<file path="src/include/urx_pkg.sv">
package urx_pkg;
  // register indices; byte address is four times the index
  localparam logic [9:0] IDX_MAX_PACKET = 10'h114;
  localparam logic [9:0] IDX_CTRL_LOW = 10'h116;
  localparam logic [9:0] IDX_CTRL_HIGH = 10'h117;
  localparam logic [9:0] IDX_CONFIG = 10'h118;
  // low control byte fields
  localparam int BIT_TOGGLE_CLEAR = 7;
  localparam int BIT_STALLED = 6;
  localparam int BIT_REQ_OR_STALL = 5;
  localparam int BIT_FLUSH = 4;
  localparam int BIT_DATA_ERR = 3;
  localparam int BIT_ERR_OR_OVER = 2;
  localparam int BIT_FULL = 1;
  localparam int BIT_RX_READY = 0;
  // high control byte fields
  localparam int BIT_AUTO_RELEASE = 7;
  localparam int BIT_ISO = 6;
  localparam int BIT_TOGGLE_STATE = 1;
  // configuration register fields
  localparam int BIT_HOST_MODE = 0;
  localparam int NAK_LIMIT_LSB = 8;
  localparam int NAK_LIMIT_W = 8;
  // reset values
  localparam logic [7:0] CTRL_LOW_RESET = 8'h00;
  localparam logic [10:0] MAX_PACKET_RESET = 11'h000;
  localparam logic [7:0] NAK_LIMIT_RESET = 8'h00;
  // receive attempts without data before the error flag
  localparam logic [1:0] RETRY_LIMIT = 2'h3;
endpackage

</file>
<file path="src/include/urx_reg_if.sv">
interface urx_reg_if;
  logic wr_en;
  logic [9:0] idx;
  logic [31:0] wdata;
  logic [31:0] rdata;
  logic hit;
  modport slave (
    output wr_en,
    output idx,
    output wdata,
    input rdata,
    input hit
  );
  modport regs (
    input wr_en,
    input idx,
    input wdata,
    output rdata,
    output hit
  );
endinterface

</file>
<file path="src/design/urx_ep_ctrl.sv">
// Function
// - host: writing one to bit 7 zeroes the receive data toggle.
// - host: STALL received sets bit 6 and the endpoint event bit.
// - host: software sets bit 5 for IN; cleared when packet-ready sets.
// - flush bit discards next packet, resets pointer, clears packet-ready.
// - isochronous: CRC or stuff error sets bit 3 with packet-ready.
// - host bulk: NAKs beyond limit set bit 3 and halt endpoint.
// - host non-iso: three failed attempts set bit 2 and event bit.
// - bit 1 reads one whenever the receive FIFO is full.
// - received data packet sets bit 0 and the endpoint event bit.
// - auto-release clears packet-ready after a max-size packet unload.
// - device: transmitted STALL sets bit 6 until software clears.
// - device: bit 5 held makes endpoint answer STALL, not isochronous.
// - device: bit 3 read-only, zero outside isochronous mode.
// - device iso: dropped OUT packet sets bit 2; zero in bulk.
// - device: writing one to bit 7 zeroes the receive toggle.
// - low control byte resets to zero in both views.
// - high byte toggle bit reports the current receive toggle.
// - max payload for auto-release is bits 10:0 of max-packet.
//
// The APB register port is this design's own decision.
module urx_ep_ctrl #(
  parameter int MAXP_W = 11
) (
  input wire logic clock,
  input wire logic srst,
  input wire logic psel,
  input wire logic penable,
  input wire logic pwrite,
  input wire logic [11:0] paddr,
  input wire logic [31:0] pwdata,
  output logic [31:0] prdata,
  output logic pready,
  output logic pslverr,
  input wire logic pkt_received,
  input wire logic pkt_bad_crc,
  input wire logic stall_received,
  input wire logic stall_sent,
  input wire logic nak_received,
  input wire logic attempt_no_data,
  input wire logic out_dropped,
  input wire logic fifo_full,
  input wire logic toggle_flip,
  input wire logic pkt_unloaded,
  input wire logic [MAXP_W-1:0] unload_bytes,
  output logic toggle_clear_strobe,
  output logic flush_strobe,
  output logic toggle_state,
  output logic in_request,
  output logic send_stall,
  output logic endpoint_event_bit,
  output logic ep_halt
);
  urx_reg_if bus ();

  urx_apb_slave urx_apb_slave_inst (
    .clock(clock),
    .srst(srst),
    .psel(psel),
    .penable(penable),
    .pwrite(pwrite),
    .paddr(paddr),
    .pwdata(pwdata),
    .prdata(prdata),
    .pready(pready),
    .pslverr(pslverr),
    .bus(bus)
  );

  localparam int NAK_LIMIT_W_L = urx_pkg::NAK_LIMIT_W;
  logic rx_packet_ready;
  logic stalled;
  logic req_or_stall;
  logic crc_error_flag;
  logic nak_timeout_flag;
  logic err_or_over;
  logic auto_release;
  logic iso;
  logic host_mode;
  logic [NAK_LIMIT_W_L-1:0] nak_limit;
  logic [MAXP_W-1:0] payload_limit;
  logic [NAK_LIMIT_W_L-1:0] nak_cnt;
  logic [1:0] retry_cnt;
  logic flush_q;
  logic clr_q;
  logic event_q;

  logic next_rx_packet_ready;
  logic next_stalled;
  logic next_req_or_stall;
  logic next_crc_error_flag;
  logic next_nak_timeout_flag;
  logic next_err_or_over;
  logic next_auto_release;
  logic next_iso;
  logic next_host_mode;
  logic [NAK_LIMIT_W_L-1:0] next_nak_limit;
  logic [MAXP_W-1:0] next_payload_limit;
  logic [NAK_LIMIT_W_L-1:0] next_nak_cnt;
  logic [1:0] next_retry_cnt;
  logic next_toggle_state;
  logic next_flush_q;
  logic next_clr_q;
  logic next_event_q;

  logic wr_low;
  logic wr_high;
  logic wr_maxp;
  logic wr_cfg;
  logic [7:0] low_view;
  logic [7:0] high_view;
  logic bulk_host;
  logic retry_hit;
  logic nak_hit;
  logic auto_hit;

  // register write selects
  assign wr_low = bus.wr_en && bus.idx == urx_pkg::IDX_CTRL_LOW;
  assign wr_high = bus.wr_en && bus.idx == urx_pkg::IDX_CTRL_HIGH;
  assign wr_maxp = bus.wr_en && bus.idx == urx_pkg::IDX_MAX_PACKET;
  assign wr_cfg = bus.wr_en && bus.idx == urx_pkg::IDX_CONFIG;
  assign bulk_host = host_mode && !iso;

  // event qualifiers
  assign retry_hit = bulk_host && attempt_no_data &&
                     retry_cnt == urx_pkg::RETRY_LIMIT - 2'h1;
  assign nak_hit = bulk_host && nak_received && !nak_timeout_flag &&
                   nak_limit != '0 && nak_cnt == nak_limit;
  assign auto_hit = auto_release && pkt_unloaded &&
                    unload_bytes == payload_limit;

  // low byte as seen by software in the current mode
  always_comb begin
    low_view = 8'h00;
    low_view[urx_pkg::BIT_STALLED] = stalled;
    low_view[urx_pkg::BIT_REQ_OR_STALL] = req_or_stall;
    low_view[urx_pkg::BIT_FULL] = fifo_full;
    low_view[urx_pkg::BIT_RX_READY] = rx_packet_ready;
    if (host_mode) begin
      low_view[urx_pkg::BIT_DATA_ERR] = iso ? crc_error_flag :
                                        nak_timeout_flag;
      low_view[urx_pkg::BIT_ERR_OR_OVER] = err_or_over & ~iso;
    end else begin
      low_view[urx_pkg::BIT_DATA_ERR] = crc_error_flag & iso;
      low_view[urx_pkg::BIT_ERR_OR_OVER] = err_or_over & iso;
    end
  end

  // high byte: only the fields this block owns
  always_comb begin
    high_view = 8'h00;
    high_view[urx_pkg::BIT_AUTO_RELEASE] = auto_release;
    high_view[urx_pkg::BIT_ISO] = iso;
    high_view[urx_pkg::BIT_TOGGLE_STATE] = toggle_state;
  end

  // read mux and address decode
  always_comb begin
    bus.rdata = 32'h0000_0000;
    bus.hit = 1'b1;
    case (bus.idx)
      urx_pkg::IDX_CTRL_LOW: bus.rdata[7:0] = low_view;
      urx_pkg::IDX_CTRL_HIGH: bus.rdata[7:0] = high_view;
      urx_pkg::IDX_MAX_PACKET: bus.rdata[MAXP_W-1:0] = payload_limit;
      urx_pkg::IDX_CONFIG: begin
        bus.rdata[urx_pkg::BIT_HOST_MODE] = host_mode;
        bus.rdata[urx_pkg::NAK_LIMIT_LSB +: NAK_LIMIT_W_L] = nak_limit;
      end
      default: bus.hit = 1'b0;
    endcase
  end

  // status and command next values; hardware sets are applied last
  always_comb begin
    next_rx_packet_ready = rx_packet_ready;
    next_stalled = stalled;
    next_req_or_stall = req_or_stall;
    next_crc_error_flag = crc_error_flag;
    next_nak_timeout_flag = nak_timeout_flag;
    next_err_or_over = err_or_over;
    next_nak_cnt = nak_cnt;
    next_retry_cnt = retry_cnt;
    next_toggle_state = toggle_state;
    next_flush_q = 1'b0;
    next_clr_q = 1'b0;
    next_event_q = 1'b0;
    // receive toggle follows accepted packets
    if (toggle_flip) begin
      next_toggle_state = ~toggle_state;
    end
    if (auto_hit) begin
      next_rx_packet_ready = 1'b0;
    end
    if (wr_low) begin
      // writing one is ignored so a read-modify-write cannot set a flag
      if (!bus.wdata[urx_pkg::BIT_RX_READY]) begin
        next_rx_packet_ready = 1'b0;
      end
      if (!bus.wdata[urx_pkg::BIT_STALLED]) begin
        next_stalled = 1'b0;
      end
      if (!bus.wdata[urx_pkg::BIT_ERR_OR_OVER]) begin
        next_err_or_over = 1'b0;
      end
      if (host_mode && !iso && !bus.wdata[urx_pkg::BIT_DATA_ERR]) begin
        next_nak_timeout_flag = 1'b0;
        next_nak_cnt = '0;
      end
      next_req_or_stall = bus.wdata[urx_pkg::BIT_REQ_OR_STALL];
      if (bus.wdata[urx_pkg::BIT_FLUSH]) begin
        next_flush_q = 1'b1;
        next_rx_packet_ready = 1'b0;
      end
      if (bus.wdata[urx_pkg::BIT_TOGGLE_CLEAR]) begin
        next_clr_q = 1'b1;
        next_toggle_state = 1'b0;
      end
    end
    // retry counting in host bulk or interrupt mode
    if (bulk_host && attempt_no_data) begin
      next_retry_cnt = retry_hit ? 2'h0 : retry_cnt + 2'h1;
    end
    if (retry_hit) begin
      next_err_or_over = 1'b1;
      next_event_q = 1'b1;
    end
    // nak persistence; a zero limit disables the timeout
    if (bulk_host && nak_received && !nak_timeout_flag && !nak_hit) begin
      next_nak_cnt = nak_cnt + 1'b1;
    end
    if (nak_hit) begin
      next_nak_timeout_flag = 1'b1;
    end
    if (!host_mode && iso && out_dropped) begin
      next_err_or_over = 1'b1;
    end
    if (host_mode ? stall_received : stall_sent) begin
      next_stalled = 1'b1;
      next_event_q = next_event_q | host_mode;
    end
    if (pkt_received) begin
      next_rx_packet_ready = 1'b1;
      next_event_q = 1'b1;
      next_retry_cnt = 2'h0;
      next_nak_cnt = '0;
      if (host_mode) begin
        next_req_or_stall = 1'b0;
      end
    end
    // crc flag lives only as long as packet-ready
    if (pkt_received) begin
      next_crc_error_flag = iso & pkt_bad_crc;
    end else if (!next_rx_packet_ready) begin
      next_crc_error_flag = 1'b0;
    end
  end

  // configuration next values
  always_comb begin
    next_auto_release = auto_release;
    next_iso = iso;
    next_host_mode = host_mode;
    next_nak_limit = nak_limit;
    next_payload_limit = payload_limit;
    if (wr_high) begin
      next_auto_release = bus.wdata[urx_pkg::BIT_AUTO_RELEASE];
      next_iso = bus.wdata[urx_pkg::BIT_ISO];
    end
    if (wr_maxp) begin
      next_payload_limit = bus.wdata[MAXP_W-1:0];
    end
    if (wr_cfg) begin
      next_host_mode = bus.wdata[urx_pkg::BIT_HOST_MODE];
      next_nak_limit = bus.wdata[urx_pkg::NAK_LIMIT_LSB +: NAK_LIMIT_W_L];
    end
  end

  // all state to zero on reset
  always_ff @(posedge clock) begin
    if (srst) begin
      rx_packet_ready <= urx_pkg::CTRL_LOW_RESET[0];
      stalled <= 1'b0;
      req_or_stall <= 1'b0;
      crc_error_flag <= 1'b0;
      nak_timeout_flag <= 1'b0;
      err_or_over <= 1'b0;
      auto_release <= 1'b0;
      iso <= 1'b0;
      host_mode <= 1'b0;
      nak_limit <= urx_pkg::NAK_LIMIT_RESET;
      payload_limit <= urx_pkg::MAX_PACKET_RESET;
      nak_cnt <= '0;
      retry_cnt <= 2'h0;
      toggle_state <= 1'b0;
      flush_q <= 1'b0;
      clr_q <= 1'b0;
      event_q <= 1'b0;
    end else begin
      rx_packet_ready <= next_rx_packet_ready;
      stalled <= next_stalled;
      req_or_stall <= next_req_or_stall;
      crc_error_flag <= next_crc_error_flag;
      nak_timeout_flag <= next_nak_timeout_flag;
      err_or_over <= next_err_or_over;
      auto_release <= next_auto_release;
      iso <= next_iso;
      host_mode <= next_host_mode;
      nak_limit <= next_nak_limit;
      payload_limit <= next_payload_limit;
      nak_cnt <= next_nak_cnt;
      retry_cnt <= next_retry_cnt;
      toggle_state <= next_toggle_state;
      flush_q <= next_flush_q;
      clr_q <= next_clr_q;
      event_q <= next_event_q;
    end
  end

  // outputs toward the packet engine
  assign flush_strobe = flush_q;
  assign toggle_clear_strobe = clr_q;
  assign endpoint_event_bit = event_q;
  assign in_request = host_mode & req_or_stall;
  assign send_stall = ~host_mode & ~iso & req_or_stall;
  assign ep_halt = bulk_host & nak_timeout_flag;

  property p_toggle_clear;
    @(posedge clock) disable iff (srst)
    wr_low && bus.wdata[urx_pkg::BIT_TOGGLE_CLEAR]
      |=> !toggle_state && toggle_clear_strobe;
  endproperty
  a_toggle_clear: assert property (p_toggle_clear)
    else $error("toggle clear did not zero the toggle");

  property p_stall_seen;
    @(posedge clock) disable iff (srst)
    host_mode && stall_received |=> stalled && endpoint_event_bit;
  endproperty
  a_stall_seen: assert property (p_stall_seen)
    else $error("stall received not flagged");

  property p_inreq_drop;
    @(posedge clock) disable iff (srst)
    host_mode && pkt_received |=> rx_packet_ready && !in_request;
  endproperty
  a_inreq_drop: assert property (p_inreq_drop)
    else $error("in request not dropped on packet ready");

  property p_flush;
    @(posedge clock) disable iff (srst)
    wr_low && bus.wdata[urx_pkg::BIT_FLUSH] && !pkt_received
      |=> flush_strobe && !rx_packet_ready ##1 !flush_strobe;
  endproperty
  a_flush: assert property (p_flush)
    else $error("flush did not pulse or clear packet ready");

  property p_crc_follows;
    @(posedge clock) disable iff (srst)
    crc_error_flag |-> rx_packet_ready && iso;
  endproperty
  a_crc_follows: assert property (p_crc_follows)
    else $error("crc flag without packet ready");

  property p_nak_halt;
    @(posedge clock) disable iff (srst)
    nak_hit |=> ep_halt && low_view[urx_pkg::BIT_DATA_ERR];
  endproperty
  a_nak_halt: assert property (p_nak_halt)
    else $error("nak timeout did not halt");

  property p_retry;
    @(posedge clock) disable iff (srst)
    bulk_host && attempt_no_data && retry_cnt == 2'h2
      |=> low_view[urx_pkg::BIT_ERR_OR_OVER] && endpoint_event_bit;
  endproperty
  a_retry: assert property (p_retry)
    else $error("third failed attempt not flagged");

  property p_full;
    @(posedge clock) disable iff (srst)
    bus.idx == urx_pkg::IDX_CTRL_LOW
      |-> bus.rdata[urx_pkg::BIT_FULL] == fifo_full;
  endproperty
  a_full: assert property (p_full)
    else $error("full bit differs from fifo state");

  property p_ready;
    @(posedge clock) disable iff (srst)
    pkt_received |=> rx_packet_ready && endpoint_event_bit;
  endproperty
  a_ready: assert property (p_ready)
    else $error("packet ready or event missing");

  property p_auto;
    @(posedge clock) disable iff (srst)
    auto_hit && !pkt_received |=> !rx_packet_ready;
  endproperty
  a_auto: assert property (p_auto)
    else $error("auto release failed");

  property p_stall_out;
    @(posedge clock) disable iff (srst)
    send_stall |-> !iso && !host_mode && low_view[urx_pkg::BIT_REQ_OR_STALL];
  endproperty
  a_stall_out: assert property (p_stall_out)
    else $error("stall driven in wrong mode");

  property p_bulk_zero;
    @(posedge clock) disable iff (srst)
    !host_mode && !iso |-> low_view[3:2] == 2'h0;
  endproperty
  a_bulk_zero: assert property (p_bulk_zero)
    else $error("device bulk error bits not zero");

  property p_set_wins;
    @(posedge clock) disable iff (srst)
    wr_low && !bus.wdata[urx_pkg::BIT_STALLED] && !host_mode && stall_sent
      |=> stalled;
  endproperty
  a_set_wins: assert property (p_set_wins)
    else $error("clear beat a hardware set");
endmodule

</file>
<file path="src/design/urx_apb_slave.sv">
module urx_apb_slave (
  input wire logic clock,
  input wire logic srst,
  input wire logic psel,
  input wire logic penable,
  input wire logic pwrite,
  input wire logic [11:0] paddr,
  input wire logic [31:0] pwdata,
  output logic [31:0] prdata,
  output logic pready,
  output logic pslverr,
  urx_reg_if.slave bus
);
  logic ready_q;
  logic [31:0] rdata_q;
  logic err_q;
  logic next_ready_q;
  logic [31:0] next_rdata_q;
  logic next_err_q;

  // word index straight from the address; low two bits ignored
  assign bus.idx = paddr[11:2];
  assign bus.wdata = pwdata;
  // write lands only at the completing access edge
  assign bus.wr_en = psel & penable & pwrite & ready_q & bus.hit;
  assign pready = ready_q;
  assign prdata = rdata_q;
  assign pslverr = err_q;

  // capture answer in setup so read data comes from flops
  always_comb begin
    next_ready_q = ready_q;
    next_rdata_q = rdata_q;
    next_err_q = err_q;
    if (psel && !penable) begin
      next_ready_q = 1'b1;
      next_rdata_q = pwrite ? 32'h0000_0000 : bus.rdata;
      next_err_q = ~bus.hit;
    end else if (psel && penable && ready_q) begin
      next_ready_q = 1'b0;
      next_err_q = 1'b0;
    end
  end

  always_ff @(posedge clock) begin
    if (srst) begin
      ready_q <= 1'b0;
      rdata_q <= 32'h0000_0000;
      err_q <= 1'b0;
    end else begin
      ready_q <= next_ready_q;
      rdata_q <= next_rdata_q;
      err_q <= next_err_q;
    end
  end
endmodule

</file>
<file path="config.mk">
export PLATFORM = sky130hd
export DESIGN_NAME = urx_ep_ctrl
export DESIGN_NICKNAME = d
export VERILOG_FILES = /design/src/include/urx_pkg.sv /design/src/include/urx_reg_if.sv /design/src/design/urx_ep_ctrl.sv /design/src/design/urx_apb_slave.sv
export SDC_FILE = /design/constraint.sdc
export NUM_CORES = 1
export LEC_CHECK = 0
export ABC_AREA = 1
export ABC_CLOCK_PERIOD_IN_PS = 2700
export BUFFER_PORTS_ARGS = -buffer_cell sky130_fd_sc_hd__buf_2
export CAP_MARGIN = 20
export CORE_MARGIN = 8
export CORE_UTILIZATION = 55
export CTS_CLUSTER_DIAMETER = 50
export DETAILED_ROUTE_END_ITERATION = 10
export GPL_TIMING_DRIVEN = 0
export HOLD_SLACK_MARGIN = 0.05
export PLACE_DENSITY_LB_ADDON = 0.15
export SYNTH_ARGS = -nofsm -noshare
export SYNTH_HDL_FRONTEND = slang
export SYNTH_SLANG_ARGS = --single-unit
</file>
<file path="constraint.sdc">
create_clock -name clock -period 2.7 [get_ports clock]
set_clock_uncertainty 0.15 [all_clocks]
set_input_delay 0.135 -clock clock [delete_from_list [all_inputs] [get_ports clock]]
set_output_delay 0.135 -clock clock [all_outputs]
set_load 0.02 [all_outputs]
</file>
==> results of run 1 <==
-- critical path: stages, from the launching register on --
cell and delay, ns:
dfxtp_1 0.34, inv_1 0.18, ha_1 0.31, nand2_1 0.13, nor2_4 0.17, nand3_1 0.11, nor2_2 0.10, nand2_2 0.11
nand2_4 0.13, inv_2 0.07, nand2_1 0.06, nand2_1 0.04, inv_1 0.04, nor2_1 0.03
-- final timing paths --
kind | slack [ns] | cells after the start | start | to
setup / recovery | 0.61 | 13 | iso | nak_cnt[3]
hold reg to reg | 0.32 | 2 | urx_apb_slave_inst.prdata[12] | urx_apb_slave_inst.prdata[12]
setup reg to reg | 0.61 | 13 | iso | nak_cnt[3]
hold / removal | 0.07 | 5 | fifo_full | urx_apb_slave_inst.prdata[1]
-- layer usage --
| metal | vias to the layer above | wire length, µm |
|---|---|---|
| met2 | 126 | 4376 |
| met3 | 11 | 729 |
| met4 | 0 | 108 |
| li1 | 1766 | - |
| met1 | 1551 | 4325 |
| met5 | - | 0 |
-- state kept, by name (all words and copies together), names as in the netlist, 2 cells and up --
register and cells:
nak_limit 8, urx_apb_slave_inst.prdata 16, payload_limit 11, nak_cnt 8, retry_cnt 2
-- power by group --
| part | switching (W) | internal, W | total (W) | leakage, nW |
|---|---|---|---|---|
| registers | 0.00000284 | 0.000890 | 0.000893 | 0.485 |
| clock network | 0.000381 | 0.000426 | 0.000807 | 0.0927 |
| logic | 0.000112 | 0.0000902 | 0.000202 | 1.51 |
-- layout make-up --
class,instances,area share (%)
buffer,25,3.950
clock buffer,10,2.941
clock inverter,6,1.471
inverter,71,6.142
multi-input combinational,344,40.08
sequential,60,27.68
tap,75,2.163
timing repair buffer,105,15.57
-- placed cells by master (no fill, tap or decap), drive strengths merged, types with 16 or more instances in the layout --
| master | netlist | final |
|---|---|---|
| nand3 | 23 | 23 |
| buf | 19 | 94 |
| a21oi | 41 | 41 |
| inv | 69 | 70 |
| o21ai | 31 | 31 |
| clkbuf | 6 | 16 |
| dfxtp | 60 | 60 |
| dlygate4sd3 | 0 | 30 |
| nor2 | 67 | 67 |
| conb | 1 | 16 |
| nand2 | 125 | 125 |
-- metrics by stage --
stage	total power [W]	cells	setup WS, ns
after floorplan	0.001014	500	0.9410
after global placement	0.001079	650	0.6440
after detailed placement	0.001081	650	0.6406
after CTS	0.001900	696	0.6231
after global routing	0.001962	696	0.3661
final	0.001903	696	0.6115
-- cell families after synthesis --
family	count (synthesis)	synth area share (%)
XOR/XNOR	8	2.109
AO/OA/AOI/OAI	83	13.22
other	1	0.1129
buffers and inverters	96	13.18
adder cells (fa/ha/maj)	5	1.883
flip-flops	60	36.16
AND/OR/NAND/NOR	232	33.33
==> reports/metrics.cfg, run 1 <==
[grt]
grt_pass1_wl_um=15480
grt_max_degree=12
grt_usage_pct=22.14
antenna_found_initial=0
globalRouteMet3Util_pct=5.276
use_met2_pct=35.94
grt_util_met1_pct=28.37
busiest_layer=met2
overflow=0
grt_pass1_vias=3200

[power_and_ir_drop]
powerDensity_nw_per_um2=438.5
power_leakage_nw=2.086
max-vdd-ir-drop_v=0.0005075

[cts]
cts_setup_buffers=0
worst_skew_pair.late_latency_ns=0.34
cts_root_buf=clkbuf_8
tritoncts=yes
cts_resized=0
cts.clk_slew.worst_paths_ns=0.07
cts.sinks=60
htree_levels=3
cts_hold_buf=30
numCtsBuffers=9
ctsLongestPathBuffers=2

[routing]
viasPerCell=4.963
wl_per_cell_um=13.71
postRouteAntennaNets=0
first_iter_violations=223
drc_errors=0
wl_um=9540
drt-pass1-iter-count=5
vias=3454

[finish]
area.growth.synth_to_final_pct=30.62
nNetsFinal=691
design_area_um2=4339
regArea_um2=1201
multi_input_area_um2=1739
final_core_util_pct=73.72
fillers=505
diodes=0
drive_above_1_share_pct=23.99

[setup_path]
arrival_ns=2.18
worstPathMaxFanout=9
setup.worst_path.start_class=flop
critical_path_required_ns=2.79
worstSetupPathType=flop to flop
critPathCaptureType=flop

[yosys]
yosys_warnings=0
synth_top_cell_by_area=dfxtp_1
synthTopCellsByCount=nand2_1, inv_1, dfxtp_1, nor2_1, a21oi_1
yosysSeqAreaShare_pct=36.16
synth_edf_count=0
yosysUniqueCellTypes=36
synth_area_leaders=dfxtp_1, nand2_1, inv_1
syn_area_um2=3322
post-synth-top-count-cell=nand2_1
async_reset_ff_share_pct=0
avgSynthCellArea_um2=6.849
yosysTopAreaCellShare_pct=36.16
synth_seq_cells=60
postSynthCellCount=485
synth_ff_type=dfxtp_1

[flow_run]
maxCapViolations=0

[placed_design]
detailed_place_hpwl_um=7325
dpl_cell_area_um2=3847
io_buffers=75
place.gp.congestion=0.9090

[timing]
relSlewSlack_pct=65.36
hold_viol=0
fmax_mhz=478.8
hold_slack_ns=0.07273
tightestPinTransition_ns=0.5196
slew_violations=0
min_period_ns=2.089
rsz0062_at_grt=false
finalCritPeriodShare_pct=77.35
setup_violations=0
tns_ns=0

[min_path]
hp-class=input port to flop

[outcome]
status=complete, no violations

[die]
die-area_um2=8783
top_level_ports=111
die_width_um=93.72
rows=28
coreArea_um2=5886
start_util_pct=56.44
die_h_um=93.72

Note: power is estimated with default switching activity, not from simulation.
==> inputs of run 2 (changes only) <==
--- a/config.mk
+++ b/config.mk
@@ -5,12 +5,12 @@
 export SDC_FILE = /design/constraint.sdc
 export NUM_CORES = 1
 export LEC_CHECK = 0
-export ABC_AREA = 1
-export ABC_CLOCK_PERIOD_IN_PS = 2700
+export ABC_AREA = 0
+export ABC_CLOCK_PERIOD_IN_PS = 2000
 export BUFFER_PORTS_ARGS = -buffer_cell sky130_fd_sc_hd__buf_2
 export CAP_MARGIN = 20
 export CORE_MARGIN = 8
-export CORE_UTILIZATION = 55
+export CORE_UTILIZATION = 49
 export CTS_CLUSTER_DIAMETER = 50
 export DETAILED_ROUTE_END_ITERATION = 10
 export GPL_TIMING_DRIVEN = 0
==> constraint.sdc (replaced) <==
create_clock -name clock -period 2 [get_ports clock]
set_clock_uncertainty 0.15 [all_clocks]
set_input_delay 0.1 -clock clock [delete_from_list [all_inputs] [get_ports clock]]
set_output_delay 0.1 -clock clock [all_outputs]
set_load 0.02 [all_outputs]
==> run 2 against run 1 <==
- synthesized area shrank 10%
- non-clock buffer count grew 6
- sequential cell count unchanged
- sequential power is 35% higher
- sequential share of layout area up 2.1 points
- combinational power rose by 31%
- synthesized cell count down 31%
- setup slack got worse by 0.53 ns
==> reports/metrics.cfg, run 2 <==
[yosys]
synth_ff_type=dfxtp_1
async_reset_ff_share_pct=0
postSynthCellCount=337
synth_top_cell_by_area=dfxtp_1
syn_area_um2=2988
synthTopCellsByCount=dfxtp_1, nor2_1, nand2_1, a21oi_1, nand3_1
synth_area_leaders=dfxtp_1, mux2i_1, xor2_1
yosysTopAreaCellShare_pct=40.20
yosysSeqAreaShare_pct=40.20
avgSynthCellArea_um2=8.866
post-synth-top-count-cell=dfxtp_1
synth_seq_cells=60
yosys_warnings=0
yosysUniqueCellTypes=52
synth_edf_count=0

[timing]
finalCritPeriodShare_pct=96.10
slew_violations=0
hold_viol=0
relSlewSlack_pct=59.64
min_period_ns=1.922
fmax_mhz=520.3
setup_violations=0
tightestPinTransition_ns=0.6054

[setup_path]
worstPathMaxFanout=8
critical_path_required_ns=2.07
setup.worst_path.start_class=flop
critPathCaptureType=flop
arrival_ns=1.99
worstSetupPathType=flop to flop

[die]
start_util_pct=50.46
coreArea_um2=5921
top_level_ports=111
die_width_um=94.09
rows=28
die_h_um=94.09
die-area_um2=8852

[placed_design]
io_buffers=74
detailed_place_hpwl_um=6254
place.gp.congestion=0.9110
dpl_cell_area_um2=3515

[power_and_ir_drop]
finalPower_w=0.002600
power_leakage_nw=1.844
pwr-share-comb_pct=10.2
pwr-share-seq_pct=46.5
power.internal_w=0.001966
max-vdd-ir-drop_v=0.0004365
switching_share_pct=24.37
powerDensity_nw_per_um2=640.3
p_sw_w=0.0006336
pwr-share-clk_pct=43.4

[finish]
area.growth.synth_to_final_pct=35.89
final_common_cell=buf_2
largest_reg_flops=16
final_cell_mix=buf_2, dfxtp_1, nor2_1
design_area_um2=4060
diodes=0
drive_above_1_share_pct=28.87
nNetsFinal=541

[routing]
drc_errors=0
first_iter_violations=157
wl_per_cell_um=16.13
postRouteAntennaNets=0
wl_um=8806
vias=2937
viasPerCell=5.379
drt-pass1-iter-count=5

[cts]
cts_root_buf=clkbuf_8
htree_levels=3
worst_skew_pair.late_latency_ns=0.33
cts.clk_slew.worst_paths_ns=0.07
tritoncts=yes
ctsLongestPathBuffers=2
numCtsBuffers=9
cts.sinks=60

[grt]
grt_pass1_wl_um=14030
antenna_found_initial=0
grt_usage_pct=20.01
grt_pass1_vias=2796
overflow=0
grt_max_degree=11

[outcome]
status=complete, no violations

[min_path]
hp-class=input port to flop

[flow_run]
maxCapViolations=0

run 2: logic make-up (layout without fill, tap and decap cells):
kind of cell / after synthesis / in the layout / share of synthesized area, %
AND/OR/NAND/NOR: 128 / 128 / 22.61
AO/OA/AOI/OAI: 66 / 66 / 15.75
flip-flops: 60 / 60 / 40.20
buffers and inverters: 39 / 158 / 7.370
XOR/XNOR: 22 / 22 / 6.449
multiplexers: 16 / 16 / 5.402
adder cells (fa/ha/maj): 5 / 5 / 2.094
other: 1 / 16 / 0.1255
run 2: what timing repair did:
item	CTS	global route
hold buffers	27	0
gates resized for setup	3	14
setup buffers	2	0
endpoints found under the hold margin	36	0
pin swaps	1	1
endpoints found under the setup margin	7	10
run 2: final timing paths:
| check | slack [ns] | startpoint | cells past startpoint | endpoint |
|---|---|---|---|---|
| setup / recovery | 0.08 | nak_limit[7] | 6 | nak_cnt[4] |
| hold / removal | 0.04 | nak_received | 4 | nak_cnt[1] |
| setup reg to reg | 0.08 | nak_limit[7] | 6 | nak_cnt[4] |
| hold reg to reg | 0.30 | urx_apb_slave_inst.prdata[9] | 2 | urx_apb_slave_inst.prdata[9] |
run 2: layer usage:
| metal | vias to the layer above | track usage (%) | part of all wire [%] |
|---|---|---|---|
| li1 | 1434 | - | - |
| met1 | 1364 | 25.53 | 43 |
| met2 | 128 | 31.56 | 47 |
| met3 | 11 | 4.476 | 8.4 |
| met4 | 0 | 8.587 | 1.7 |
| met5 | - | 0 | 0 |
run 2: metrics by stage:
| step | util, % | setup TNS (ns) | std cells | hold slack (ns) | setup slack [ns] |
|---|---|---|---|---|---|
| 2_1_floorplan | - | 0 | 352 | 0.05668 | 0.08396 |
| 3_3_place_gp | 59.36 | -1.815 | 501 | 0.1797 | -0.1484 |
| 3_5_place_dp | 59.36 | -1.714 | 501 | 0.1896 | -0.1535 |
| 4_1_cts | 67.92 | 0 | 546 | 0.06217 | 0.001898 |
| 5_1_grt | 68.58 | -0.04203 | 546 | 0.06658 | -0.02780 |
| 6_report | 68.58 | 0 | 546 | 0.04464 | 0.07810 |
run 2: final cells by class:
type                    instances  area, µm²
fillers                       503       1861
plain buffers                  33      198.9
well taps                      75      93.84
clock inverters                 4      47.55
inverters                       6      22.52
flip-flops and latches         60       1209
multi-input cells             253       1678
clock buffers                  12      155.1
repair buffers                103      655.6
run 2: power groups by stage:
stage | clock network, W | logic (W) | registers [W]
after floorplan | 0 | 0.000116 | 0.00124
after global placement | 0 | 0.000213 | 0.00123
after detailed placement | 0 | 0.000214 | 0.00124
after CTS | 0.00113 | 0.000258 | 0.00121
after global routing | 0.00119 | 0.000284 | 0.00121
final | 0.00113 | 0.000264 | 0.00121
run 2: worst max-delay path, stage by stage (launching register included):
cell and delay [ns]:
dfxtp_2 0.35, nor4_2 0.28, a211o_1 0.20, nor4_4 0.04, buf_4 0.18, o211a_4 0.26, a221o_1 0.35
==> inputs of run 3 (changes only) <==
--- a/config.mk
+++ b/config.mk
@@ -6,11 +6,11 @@
 export NUM_CORES = 1
 export LEC_CHECK = 0
 export ABC_AREA = 0
-export ABC_CLOCK_PERIOD_IN_PS = 2000
+export ABC_CLOCK_PERIOD_IN_PS = 1500
 export BUFFER_PORTS_ARGS = -buffer_cell sky130_fd_sc_hd__buf_2
 export CAP_MARGIN = 20
 export CORE_MARGIN = 8
-export CORE_UTILIZATION = 49
+export CORE_UTILIZATION = 44
 export CTS_CLUSTER_DIAMETER = 50
 export DETAILED_ROUTE_END_ITERATION = 10
 export GPL_TIMING_DRIVEN = 0
==> constraint.sdc (replaced) <==
create_clock -name clock -period 1.5 [get_ports clock]
set_clock_uncertainty 0.15 [all_clocks]
set_input_delay 0.075 -clock clock [delete_from_list [all_inputs] [get_ports clock]]
set_output_delay 0.075 -clock clock [all_outputs]
set_load 0.02 [all_outputs]
==> run 3 against run 2 <==
- the flow now finishes with violations (setup timing)
- power rose by 33%
- setup slack worse by 0.47 ns
- non-clock buffer count up 24
- hold slack got worse by 0.036 ns
- clock power rose by 31%
- core utilization grew 2.1 points
- die area increased by 9.4%
- wire length is 12% higher
- sequential power rose by 32%
- count of clock-buffer cells in the layout stayed put
- sequential share of layout area fell by 3.6 points
==> reports/metrics.cfg, run 3 (synthesis results as in run 2) <==
[finish]
fillers=508
area.growth.synth_to_final_pct=58.12
final_common_cell=buf_2
diodes=0
final_cell_mix=buf_2, dfxtp_1, nor2_1
nNetsFinal=565
largest_reg_flops=16
layout.cells.non_filler=573
design_area_um2=4725
drive_above_1_share_pct=45.23

[setup_path]
critical_path_required_ns=1.57
ff2ff_path_depth=6
worstPathMaxFanout=7
crit_slowest_cell=dfxtp_4
arrival_ns=1.96
crit_top_cell=nor4_4
r2r-start=nak_limit[2]
r2r_end=nak_cnt[2]
critPathTopFamily=compound AO/OA/AOI/OAI gates
startpoint=nak_limit[2]
path_buf_inv=1
regToRegSetupSlack_ns=-0.39
critical_path.max_stage_delay_ns=0.37
worstSetupPathType=flop to flop
setup.worst_path.start_class=flop
cp_cell_sequence=nor4_4 -> a211o_1 -> nor4_4 -> buf_6 -> o211a_4 -> a221o_1
critPathCaptureType=flop

[cts]
htree_levels=3
tritoncts=yes
cts_root_buf=clkbuf_8
cts.clk_slew.worst_paths_ns=0.07
cts.sinks=60
worst_skew_pair.late_latency_ns=0.34
ctsLongestPathBuffers=2
numCtsBuffers=9

[routing]
drc_errors=0
postRouteAntennaNets=0
vias=3020
viasPerCell=5.271
wl_um=9820
drt-pass1-iter-count=5
first_iter_violations=145
wl_per_cell_um=17.14

[timing]
rsz0062_at_grt=true
setup_violations=40
slew_violations=0
min_period_ns=1.892
worst_slack_ns=-0.3919
tightestPinTransition_ns=0.7748
hold_viol=0
fmax_mhz=528.6
tns_ns=-4.459
relSlewSlack_pct=48.35
finalCritPeriodShare_pct=126.1

[die]
rows=30
start_util_pct=44.72
die_width_um=98.41
top_level_ports=111
die_h_um=98.41
die-area_um2=9684
coreArea_um2=6681

[power_and_ir_drop]
p_sw_w=0.0008639
power.internal_w=0.002606
pwr-share-seq_pct=46.1
finalPower_w=0.003469
pwr-share-comb_pct=11.1
max-vdd-ir-drop_v=0.0006227
pwr-share-clk_pct=42.8
switching_share_pct=24.90
power_leakage_nw=2.120
powerDensity_nw_per_um2=734.3

[placed_design]
detailed_place_hpwl_um=6498
io_buffers=74
dp.cells=506
place.gp.congestion=0.9285
dpl_cell_area_um2=3622

[min_path]
holdPathEnd=nak_cnt[1]
worstHoldPathCells=4
hp-class=input port to flop
hold_path.startpoint=nak_received

[grt]
grt_max_degree=11
grt_usage_pct=19.41
grt_pass1_vias=2969
antenna_found_initial=0
overflow=0
grt_pass1_wl_um=14970

[outcome]
failed_checks=setup timing
status=finished with violations

[flow_run]
maxCapViolations=0

==> run 3: worst max-delay path by stage <==
stage,to,slack [ns],cells past startpoint
finish,nak_cnt[2],-0.39,6
detailed placement,nak_cnt[2],-0.61,6
CTS,nak_cnt[2],-0.39,6
global route,nak_cnt[2],-0.46,6
floorplan,nak_cnt[5],-0.33,5
global placement,nak_cnt[5],-0.61,6
==> run 3: power by group through the flow <==
| stage | Clock [W] | Sequential [W] | Combinational (W) |
|---|---|---|---|
| final | 0.00148 | 0.00160 | 0.000385 |
| after global routing | 0.00154 | 0.00160 | 0.000411 |
| after CTS | 0.00146 | 0.00161 | 0.000360 |
| after detailed placement | 0 | 0.00165 | 0.000294 |
| after global placement | 0 | 0.00165 | 0.000292 |
| after floorplan | 0 | 0.00165 | 0.000160 |
==> run 3: repair_timing <==
item                       in CTS  in global routing
resized for setup              65                 46
pin swaps                      26                 16
cloned                          0                  2
setup endpoints to repair      55                 56
buffers inserted               18                 11
hold endpoints to repair       38                  1
hold buffers                   25                  1
==> run 3: worst reg2reg max path, cell delays in order, from the launching register on <==
cell,delay [ns]
dfxtp_4,0.37
nor4_4,0.29
a211o_1,0.21
nor4_4,0.04
buf_6,0.14
o211a_4,0.26
a221o_1,0.31
==> run 3: per-layer routing <==
| metal | share of wire, % | track usage [%] | routed length [µm] | up-vias |
|---|---|---|---|---|
| met3 | 5.8 | 4.908 | 573 | 13 |
| met1 | 44 | 23.10 | 4301 | 1429 |
| met5 | 0 | 0 | 0 | - |
| li1 | - | - | - | 1481 |
| met4 | 1.5 | 9.209 | 145 | 0 |
| met2 | 49 | 31.87 | 4800 | 97 |
==> run 3: layout make-up <==
class,instances,area [µm²],area share [%]
Tap cell,80,100.1,2.119
Clock inverter,2,35.03,0.7415
Sequential cell,60,1237,26.19
Multi-Input combinational cell,253,1988,42.08
Buffer,32,237.7,5.032
Clock buffer,12,155.1,3.284
Timing Repair Buffer,128,943.4,19.97
Inverter,6,27.53,0.5826
==> run 3: through the flow <==
step,util [%],hold slack [ns],setup slack [ns]
finish,70.71,0.008378,-0.3919
global placement,54.21,0.1594,-0.6086
floorplan,-,0.03168,-0.3258
detailed placement,54.21,0.1641,-0.6145
global route,70.71,0.05139,-0.4649
CTS,66.39,0.009513,-0.3910
